==> src/dap_defines.svh <==
/*
 Timing-free constants of the arithmetic datapath: widths, shift limits, reset values.
 Assumes inclusion by bare name from the package and the datapath module.
*/
`ifndef DAP_DEFINES_SVH
`define DAP_DEFINES_SVH
`define DAP_WORD_W 16
`define DAP_ACC_W 32
`define DAP_SHIFT_MAX 5'h10
`define DAP_ACC_RST 32'h00000000
`define DAP_PROD_RST 32'h00000000
`define DAP_OPND_RST 16'h0000
`define DAP_NORM_BIT_HI 31
`define DAP_NORM_BIT_LO 30
`define DAP_SXM_BIT 10
`endif

==> src/dap_pkg.sv <==
/*
 Types for the arithmetic datapath: ALU op codes, operand select, product shift modes,
 the command struct and the state struct. Assumes dap_defines.svh is on the include path.
*/
`include "dap_defines.svh"
package dap_pkg;
  typedef enum logic [3:0] {
    DAP_OP_NOP = 4'h0,
    DAP_OP_LOAD = 4'h1,
    DAP_OP_ADD = 4'h2,
    DAP_OP_SUB = 4'h3,
    DAP_OP_AND = 4'h4,
    DAP_OP_OR = 4'h5,
    DAP_OP_XOR = 4'h6,
    DAP_OP_ABS = 4'h7,
    DAP_OP_NORM = 4'h8,
    DAP_OP_ZERO = 4'h9
  } dap_alu_op_e;

  typedef enum logic {
    DAP_SRC_SHIFTER = 1'b0,
    DAP_SRC_PRODUCT = 1'b1
  } dap_src_e;

  // Product shift modes: none, left 1, left 4, right 6
  typedef enum logic [1:0] {
    DAP_PSH_NONE = 2'h0,
    DAP_PSH_L1 = 2'h1,
    DAP_PSH_L4 = 2'h2,
    DAP_PSH_R6 = 2'h3
  } dap_pshift_e;

  typedef struct packed {
    logic alu_en;
    dap_alu_op_e alu_op;
    dap_src_e src_sel;
    logic [4:0] shift_amt;
    logic load_opnd;
    logic mult_en;
    logic mult_signed;
    logic [1:0] product_shift_select;
    logic store_en;
    logic store_upper;
    logic [2:0] store_shift;
    logic bit_test_en;
    logic [3:0] bit_sel;
  } dap_cmd_s;

  typedef struct packed {
    logic [`DAP_ACC_W-1:0] acc;
    logic carry;
    logic [`DAP_ACC_W-1:0] product_holding_reg;
    logic [`DAP_WORD_W-1:0] multiplier_operand_reg;
    logic [`DAP_WORD_W-1:0] store_data;
    logic store_valid;
    logic bit_test;
    logic norm_done;
  } dap_state_s;
endpackage

==> src/dap_datapath.sv <==
/*
 Arithmetic datapath of a 16-bit fixed-point core: 32-bit ALU and accumulator,
 input scaling shifter, 16x16 multiplier with operand and product registers,
 product output shifter, split accumulator stores and bit test.
 Assumes the instruction decoder drives cmd and bus words synchronously to clock.
*/
// How it works
// - ALU takes one operand from the accumulator in every op except LOAD and ZERO.
// - Second operand chosen by instruction: shifted product or scaling shifter.
// - Every ALU result is written back to the accumulator.
// - ALU operations complete in one clock cycle.
// - Accumulator low half is offered as branch target address.
// - Normalize step shifts a non-zero accumulator left while top two bits agree.
// - Selected bit of a data word is tested and offered as branch condition.
// - Accumulator is stored as separate upper and lower 16-bit words.
// - Store path shifts the value but leaves the accumulator untouched.
// - Scaling shifter takes a 16-bit bus word, gives 32 bits to the ALU.
// - Scaling shift is 0 to 16 bits left, amount from instruction.
// - Vacated low bits of the scaling shifter are zero.
// - Upper bits sign-extend when sign_extend_enable is set, else zero.
// - Multiplier forms signed or unsigned 32-bit product in one cycle.
// - Operand holding register supplies one multiplier input.
// - Product is captured in a 32-bit register that feeds the ALU.
// - Multiply and accumulate proceed together in a single cycle.
// - Product output passes through a four-mode shifter before the ALU.
// - A 2-bit code selects the product shift mode.
`timescale 1ns/1ns
`include "dap_defines.svh"
module dap_datapath (
  input wire logic clock,
  input wire logic nrst,
  input wire logic clk_en,
  input wire dap_pkg::dap_cmd_s cmd,
  input wire logic [15:0] data_bus_in,
  input wire logic [15:0] prog_bus_in,
  input wire logic [15:0] status_word_one,
  output logic [31:0] accum,
  output logic [15:0] branch_target,
  output logic carry,
  output logic [31:0] product_out,
  output logic [15:0] operand_out,
  output logic [15:0] store_data,
  output logic store_valid,
  output logic bit_test,
  output logic norm_done
);
  import dap_pkg::*;

  localparam int SXM_BIT = `DAP_SXM_BIT;

  dap_state_s st_q;
  dap_state_s st_d;

  // Sign or zero extension of a bus word to accumulator width
  function automatic logic [31:0] extend_word(input logic [15:0] w, input logic sx);
    logic [31:0] r;
    if (sx) begin
      r = {{16{w[15]}}, w};
    end else begin
      r = {16'h0000, w};
    end
    return r;
  endfunction

  // Shift amounts above sixteen are held at sixteen
  function automatic logic [4:0] clamp_shift(input logic [4:0] amt);
    logic [4:0] r;
    if (amt > `DAP_SHIFT_MAX) begin
      r = `DAP_SHIFT_MAX;
    end else begin
      r = amt;
    end
    return r;
  endfunction

  // Scaling shifter: 16-bit word to 32 bits, zero below, sign or zero above
  function automatic logic [31:0] scale_word(input logic [15:0] w, input logic [4:0] amt,
                                             input logic sx);
    return extend_word(w, sx) << clamp_shift(amt);
  endfunction

  // Product output shifter: none, left 1, left 4, arithmetic right 6
  function automatic logic [31:0] prod_shift(input logic [31:0] p, input logic [1:0] m);
    logic [31:0] r;
    case (m)
      DAP_PSH_NONE: begin
        r = p;
      end
      DAP_PSH_L1: begin
        r = {p[30:0], 1'b0};
      end
      DAP_PSH_L4: begin
        r = {p[27:0], 4'h0};
      end
      DAP_PSH_R6: begin
        r = {{6{p[31]}}, p[31:6]};
      end
      default: begin
        r = p;
      end
    endcase
    return r;
  endfunction

  // Add with the carry out in the top bit
  function automatic logic [32:0] add_carry(input logic [31:0] a, input logic [31:0] b);
    return {1'b0, a} + {1'b0, b};
  endfunction

  // Subtract; the top bit is set when no borrow occurred
  function automatic logic [32:0] sub_borrow(input logic [31:0] a, input logic [31:0] b);
    logic [32:0] d;
    d = {1'b0, a} - {1'b0, b};
    return {~d[32], d[31:0]};
  endfunction

  // Absolute value; the most negative value maps to itself
  function automatic logic [31:0] abs_value(input logic [31:0] a);
    logic [31:0] r;
    if (a[31]) begin
      r = 32'h00000000 - a;
    end else begin
      r = a;
    end
    return r;
  endfunction

  // True while the value is non-zero and one more left shift keeps it in range
  function automatic logic norm_wanted(input logic [31:0] a);
    logic same_top;
    logic non_zero;
    same_top = a[`DAP_NORM_BIT_HI] == a[`DAP_NORM_BIT_LO];
    non_zero = a != 32'h00000000;
    return same_top && non_zero;
  endfunction

  // Bitwise operations of the ALU
  function automatic logic [31:0] alu_logic(input dap_alu_op_e op, input logic [31:0] a,
                                            input logic [31:0] b);
    logic [31:0] r;
    case (op)
      DAP_OP_AND: begin
        r = a & b;
      end
      DAP_OP_OR: begin
        r = a | b;
      end
      DAP_OP_XOR: begin
        r = a ^ b;
      end
      default: begin
        r = a;
      end
    endcase
    return r;
  endfunction

  // Signed or unsigned 16x16 product; operands widened to 32 bits first
  function automatic logic [31:0] mult16(input logic [15:0] a, input logic [15:0] b,
                                         input logic sgn);
    logic [31:0] wa;
    logic [31:0] wb;
    if (sgn) begin
      wa = {{16{a[15]}}, a};
      wb = {{16{b[15]}}, b};
    end else begin
      wa = {16'h0000, a};
      wb = {16'h0000, b};
    end
    return wa * wb;
  endfunction

  // One accumulator half after the store shifter; the accumulator is not written
  function automatic logic [15:0] store_half(input logic [31:0] a, input logic [2:0] sh,
                                             input logic upper);
    logic [31:0] s;
    logic [15:0] r;
    s = a << sh;
    if (upper) begin
      r = s[31:16];
    end else begin
      r = s[15:0];
    end
    return r;
  endfunction

  // Bit select counts from the top: 0 picks bit 15, 15 picks bit 0
  function automatic logic pick_bit(input logic [15:0] w, input logic [3:0] sel);
    logic [3:0] idx;
    idx = 4'hF - sel;
    return w[idx];
  endfunction

  logic [31:0] op_b;
  logic [32:0] sum;
  logic [15:0] store_word;
  logic [31:0] prod_full;
  logic [15:0] mult_a;
  logic [15:0] mult_b;

  // Next state: ALU, multiplier, store path and bit test all act in one cycle
  always_comb begin
    st_d = st_q;
    st_d.store_valid = 1'b0;
    // Second ALU operand: shifted product or scaled data word
    if (cmd.src_sel == DAP_SRC_PRODUCT) begin
      op_b = prod_shift(st_q.product_holding_reg, cmd.product_shift_select);
    end else begin
      op_b = scale_word(data_bus_in, cmd.shift_amt, status_word_one[SXM_BIT]);
    end
    sum = 33'h000000000;
    if (cmd.alu_en) begin
      // One operand is the accumulator except for LOAD and ZERO; result always lands in it
      case (cmd.alu_op)
        DAP_OP_LOAD: begin
          st_d.acc = op_b;
        end
        DAP_OP_ADD: begin
          sum = add_carry(st_q.acc, op_b);
          st_d.acc = sum[31:0];
          st_d.carry = sum[32];
        end
        DAP_OP_SUB: begin
          sum = sub_borrow(st_q.acc, op_b);
          st_d.acc = sum[31:0];
          st_d.carry = sum[32];
        end
        DAP_OP_AND, DAP_OP_OR, DAP_OP_XOR: begin
          st_d.acc = alu_logic(cmd.alu_op, st_q.acc, op_b);
        end
        DAP_OP_ABS: begin
          st_d.acc = abs_value(st_q.acc);
        end
        DAP_OP_NORM: begin
          // One normalize step per command; done when top bits differ or acc is zero
          if (norm_wanted(st_q.acc)) begin
            st_d.acc = {st_q.acc[30:0], 1'b0};
            st_d.norm_done = 1'b0;
          end else begin
            st_d.norm_done = 1'b1;
          end
        end
        DAP_OP_ZERO: begin
          st_d.acc = 32'h00000000;
        end
        default: begin
          st_d.acc = st_q.acc;
        end
      endcase
    end

    // Multiplier runs alongside the ALU so a MAC completes each cycle
    mult_a = st_q.multiplier_operand_reg;
    mult_b = prog_bus_in;
    prod_full = mult16(mult_a, mult_b, cmd.mult_signed);
    if (cmd.mult_en) begin
      st_d.product_holding_reg = prod_full;
    end
    if (cmd.load_opnd) begin
      st_d.multiplier_operand_reg = data_bus_in;
    end

    // Store path shifts a copy; accumulator itself is not touched
    store_word = store_half(st_q.acc, cmd.store_shift, cmd.store_upper);
    if (cmd.store_en) begin
      st_d.store_data = store_word;
      st_d.store_valid = 1'b1;
    end

    if (cmd.bit_test_en) begin
      st_d.bit_test = pick_bit(data_bus_in, cmd.bit_sel);
    end
  end

  // Reset loads constants; a low clock enable freezes every flop
  always_ff @(posedge clock or negedge nrst) begin
    if (!nrst) begin
      st_q.acc <= `DAP_ACC_RST;
      st_q.carry <= 1'b0;
      st_q.product_holding_reg <= `DAP_PROD_RST;
      st_q.multiplier_operand_reg <= `DAP_OPND_RST;
      st_q.store_data <= 16'h0000;
      st_q.store_valid <= 1'b0;
      st_q.bit_test <= 1'b0;
      st_q.norm_done <= 1'b0;
    end else if (clk_en) begin
      st_q <= st_d;
    end
  end

  // Accumulator, its low half as branch target, and carry
  assign accum = st_q.acc;
  assign branch_target = st_q.acc[15:0];
  assign carry = st_q.carry;

  // Multiplier registers
  assign product_out = st_q.product_holding_reg;
  assign operand_out = st_q.multiplier_operand_reg;

  // Store and test results
  assign store_data = st_q.store_data;
  assign store_valid = st_q.store_valid;
  assign bit_test = st_q.bit_test;
  assign norm_done = st_q.norm_done;
endmodule // dap_datapath

==> config.mk <==
export PLATFORM = sky130hd
export DESIGN_NAME = dap_datapath
export DESIGN_NICKNAME = d
export VERILOG_FILES = /design/src/dap_pkg.sv /design/src/dap_datapath.sv
export VERILOG_INCLUDE_DIRS = /design/src
export SDC_FILE = /design/constraint.sdc
export NUM_CORES = 2
export LEC_CHECK = 0
export BUFFER_PORTS_ARGS = -buffer_cell sky130_fd_sc_hd__buf_2
export CAP_MARGIN = 20
export CELL_PAD_IN_SITES_DETAIL_PLACEMENT = 0
export CELL_PAD_IN_SITES_GLOBAL_PLACEMENT = 2
export CORE_MARGIN = 10
export CORE_UTILIZATION = 36
export DETAILED_ROUTE_END_ITERATION = 16
export MAX_ROUTING_LAYER = met4
export PLACE_DENSITY_LB_ADDON = 0.2
export SLEW_MARGIN = 15
export SYNTH_ARGS = -nofsm -noshare
export SYNTH_HDL_FRONTEND = slang
export SYNTH_SLANG_ARGS = --single-unit
==> constraint.sdc <==
create_clock -name clock -period 6.8 [get_ports clock]
set_input_delay 1.36 -clock clock [delete_from_list [all_inputs] [get_ports clock]]
set_output_delay 1.36 -clock clock [all_outputs]
set_load 0.02 [all_outputs]
### Word level (Yosys, flattened, before mapping)

Cells that the tools add are included.

| word-level totals | value |
|---|---|
| register bits | 100 |
| bits of input ports | 77 |
| output and inout bits | 116 |
| word-level logic and storage cells | 70 |

| cells by class | value |
|---|---|
| add/sub/neg operators | 4 |
| $mul | 1 |
| magnitude comparators | 2 |
| equality and inequality tests | 16 |
| shift-type cells | 2 |
| mux-type cells | 18 |
| bitwise logic cells | 4 |
| reductions and logical operators | 14 |

Operators with widths:

| kind | number |
|---|---|
| two-way mux 32 bit | 7 |
| one-hot mux 32 bit (7 select lines) | 1 |
| one-hot mux 32 bit (4 select lines) | 1 |
| one-hot mux 32 bit (3 select lines) | 1 |
| adder 32 x 32 -> 33 bit | 1 |
| subtractor 32 x 32 -> 33 bit | 1 |
| bitwise AND 32 bit | 1 |
| multiplier 32 x 32 -> 32 bit | 1 |
| OR 32 bit | 1 |
| nonzero test 32 bit | 1 |
| << shifter 32 x 3 -> 32 bit | 1 |
| << shifter 32 x 5 -> 32 bit | 1 |
| subtractor 1 x 32 -> 32 bit (first input constant) | 1 |
| bitwise XOR 32 bit | 1 |
| equality test 4 x 3 -> 1 bit (second input constant) | 4 |
| two-way mux 16 bit | 1 |
| two-way mux 5 bit | 2 |
| equality test 4 x 2 -> 1 bit (second input constant) | 2 |
| equality test 4 bit (second input constant) | 2 |
| AND reduction 2 bit | 4 |
| nonzero test 7 bit | 1 |
| AND reduction 3 bit | 2 |
| AND reduction 6 bit | 1 |
| > comparator 5 bit (second input constant) | 1 |
| 17 further kinds | 21 |

### Depth between registers and ports, before layout

| logic depth | value |
|---|---|
| depth in word-level cells | 8 |
| mapped depth | 27 |

### Worst setup path before layout

OpenSTA, ideal clock, no wires.

| path | value |
|---|---|
| path type | input to register |
| from | input port cmd[12] (netlist name) |
| to | register st_q (netlist bit product_out[25]) |
| arrival | 7.919 ns |
| required time | 6.671 ns |
| path slack | -1.248 ns |
| stages | 25 |
| buffers on the path | 2 |
| cells stage by stage | clkbuf_1 -> and2_1 -> clkbuf_1 -> nand2_1 -> inv_1 -> fa_1 -> fa_1 -> fa_1 -> inv_1 -> fa_1 -> inv_1 -> fa_1 -> inv_1 -> fa_1 -> inv_1 -> fa_1 -> fa_1 -> ha_1 -> nand2_1 -> nor4_1 -> o41a_1 -> or4_1 -> a31oi_1 -> xor2_1 -> o21ai_1 |

| on the way | value |
|---|---|
| longest elaborated chain between the ends | 2 |
| elaborated cells between the ends (all ways) | 3 |
| classes of those cells | 1 x mul; 2 x mux |

Ends and longest elaborated chain:

| item | line | text |
|---|---|---|
| from (decl) | dap_datapath.sv:33 | `input wire dap_pkg::dap_cmd_s cmd,` |
| two-way mux 32 bit | dap_datapath.sv:163 | `if (sgn) begin` |
| multiplier 32 x 32 -> 32 bit * | dap_datapath.sv:170 | `return wa * wb;` |
| to (signal assigned) | dap_datapath.sv:287 | `st_q <= st_d;` |
| to (decl) | dap_datapath.sv:51 | `dap_state_s st_q;` |

Mark *: on every way between the ends. The rest lies on a longest branch, timed or not.
A chain may end at the register's enable or synchronous reset.

### Worst setup path in the final report

Ends and elaborated chain as after synthesis.

==> key figures <==
Floorplanning
  – Die width: 287 um
  – Area of the core: 70300 sq um
  – FP Rows: 97
  – I/O Pins: 193
  – Die area: 82100 sq um
  – Die height: 287 um
  – Initial core utilization: 0.364

Worst hold path
  – Min-delay worst type: flop to flop
  – Hold path start: store_data[7]

Final layout
  – Area occupied by registers: 2500 sq um
  – Commonest cells after routing, fill and taps aside: 394 x inv_1, 316 x fa_1, 291 x buf_4
  – Layout cells sized above 1: 0.213
  – Nets: 3895
  – Layout fillers: 7049
  – Area occupied by multi-input gates: 21200 sq um
  – Final Cell Area: 30200 sq um
  – Area grow syn2layout: 17.9%
  – Most common cell after layout, fill and taps aside: inv_1

Route
  – Vias per cell: 5.39
  – DRC: 0
  – Antenna Nets Post-Route: 0
  – DR vias: 22.7k
  – Routed WL: 99000 um
  – DRC marker count from the first detailed-route iteration: 1508
  – Drt pass-1 iters: 7
  – Drt wl/cell: 23.5 um

Clocking
  – CTS root buf: clkbuf_16
  – Hold-fix buffers at CTS: 0
  – Clk_lat worst skew: 0.41 ns
  – CTS tree: done
  – Cts bufs inserted: 9
  – Max Root-Sink Buffers: 2
  – Sink Count: 100
  – H-tree levels: 3
  – Clk slew on worst S/H paths: 0.10 ns

Place
  – Placed instance area: 29300 sq um
  – Port Buffers: 177
  – HPWL after DPL: 81600 um
  – GP Congestion: 0.925
  – Dpl ws: -1.16 ns

Synth
  – Syn Nets: 3601
  – Largest family of logic cells by synthesized area: adder cells
  – Adder-Cell Fraction of Synth Area: 0.374
  – Number of synthesized flops with an enable pin: 0
  – Compound-Gate Fraction of Synth Area: 0.157
  – Post-synthesis mux area share: 0.0854
  – Synth cell types: 88
  – Post-synthesis xor/xnor area fraction: 0.0387
  – Syn_area_per_cell: 8.64 sq um
  – Sequential fraction of the synthesis area: 0.0978
  – Warning count from the yosys run: 0
  – FF+latch count, synth: 100
  – Post-synthesis instance total: 2962
  – Post-Syn Area: 25600 sq um
  – Ys async rst share: 1.00
  – Simple-gate area share of the yosys netlist: 0.154
  – Top_reg_cell synth: dfrtp_1

STA
  – Final setup fails: 14
  – RSZ-0062 raised after global routing: yes
  – Fmax: 135 MHz
  – Fin Clk Skew: 0.0237 ns
  – Final hold violations: 0
  – Fraction of the cycle the final worst path needs: 1.09
  – Min Tclk post-route: 7.41 ns
  – Worst Slack Setup Final: -0.614 ns
  – Worst Tran Pin Value: 1.11 ns
  – Max Transition Viols Final: 0
  – Slew margin rel.: 0.258

Run status
  – Failing checks: negative setup slack
  – Status: finished with violations

Critical path
  – CP Class: input port to flop
  – CP startpoint kind: input port
  – Crit Reg-Reg Startpoint: operand_out[14]
  – Kind of end point of the critical path: flop
  – Crit Path Max Fanout: 6
  – Worst setup startpoint: cmd[12]
  – Req. time, crit path: 7.04 ns
  – Critical path data arrival time: 7.65 ns

Global routing
  – Largest net degree at the start of global routing: 76
  – First-pass GRT wire length: 151000 um
  – Initial antenna violation count: 8
  – Total gr overflow: 0
  – Vias in the first global route: 24.2k
  – GRT Total Usage: 0.246

Run
  – Number of max-cap violations: 0
-- final cells by class --
cell class                 count  share of cell area
clock inverter                 7             0.00245
antenna                        8            0.000664
tap                          940              0.0390
clock buffer                   9             0.00747
sequential                   100              0.0830
multi-input combinational   2254               0.703
inverter                     409              0.0510
timing repair buffer         482               0.113
-- worst max-delay path: stages --
cell	delay, ns
buf_8	0.10
and2_4	0.21
nand2_4	0.10
inv_4	0.04
fa_1	0.54
fa_2	0.44
fa_1	0.53
inv_2	0.04
fa_1	0.54
inv_2	0.04
fa_1	0.51
inv_2	0.04
fa_1	0.54
inv_1	0.05
fa_2	0.53
fa_2	0.45
ha_4	0.24
nand2_4	0.07
nor4_2	0.05
o41a_1	0.40
or4_1	0.41
a31oi_1	0.18
xor2_1	0.17
o21ai_1	0.07
-- final timing paths --
path	end	slack [ns]	cells past startpoint
min in group asynchronous	store_data[6]	0.97	1
worst min-delay path	store_data[7]	0.48	2
max in group asynchronous	operand_out[2]	4.41	2
worst max register to register	product_out[30]	-0.04	23
worst max-delay path	product_out[25]	-0.61	24
worst min register to register	store_data[7]	0.48	2
-- registers in the layout, indices dropped and copies added, names as in the netlist --
name / count
bit_test: 1
product_out: 32
operand_out: 16
accum: 32
carry: 1
store_data: 16
store_valid: 1
norm_done: 1
-- cells by family after synthesis --
family	after synthesis
xor gates and xnor gates	113
muxes	163
AOI/OAI and AO/OA	627
DFF	100
adders and majority gates	562
buffers and inverters	608
and+or+nand+nor	789
-- per-stage QoR --
step | instances | utilization | hold slack (ns) | setup TNS, ns
2_1_floorplan | 2962 | - | 0.579 | -6.21
3_3_place_gp | 4167 | 0.416 | 0.464 | -15.13
3_5_place_dp | 4167 | 0.416 | 0.465 | -15.84
4_1_cts | 4193 | 0.426 | 0.489 | -5.04
5_1_grt | 4204 | 0.429 | 0.515 | -8.69
6_report | 4209 | 0.429 | 0.482 | -5.29
-- synthesized netlist by cell type, drive strengths merged (14+ instances only) --
master,number,share of area
inv,409,0.060
nand2b,15,0.0037
ha,226,0.11
clkbuf,158,0.023
a31oi,24,0.0061
o221ai,19,0.0065
o21bai,18,0.0053
mux2i,90,0.035
o31ai,21,0.0066
nor2,150,0.022
mux4,41,0.036
buf,41,0.0095
xor2,21,0.0072
dfrtp,100,0.098
and2,183,0.045
o211ai,23,0.0068
fa,336,0.26
mux2,32,0.014
nor2b,15,0.0037
xnor2,92,0.032
nand2,255,0.037
a21oi,167,0.033
nor4,16,0.0055
o21ai,167,0.033
a21o,28,0.0082
nand3,31,0.0061
o21a,14,0.0041
and3,29,0.0071
a211oi,38,0.012
o22ai,16,0.0039
nor3,43,0.0084
-- routing by layer --
metal,vias to the layer above,share of wire,GRT usage
met4,0,0.036,0.0807
met3,145,0.052,0.0368
met1,11400,0.42,0.298
li1,10500,-,-
met2,588,0.49,0.415
met5,-,0,-
-- repair_timing --
item | in CTS | in global routing
resized for setup | 59 | 49
buffers inserted | 9 | 8
gates cloned | 1 | 0
pin swaps | 23 | 50
setup endpoints to repair | 16 | 17
Power is not shown: default switching activity piles up to over one toggle a cycle in this logic, so the estimate is an artifact.
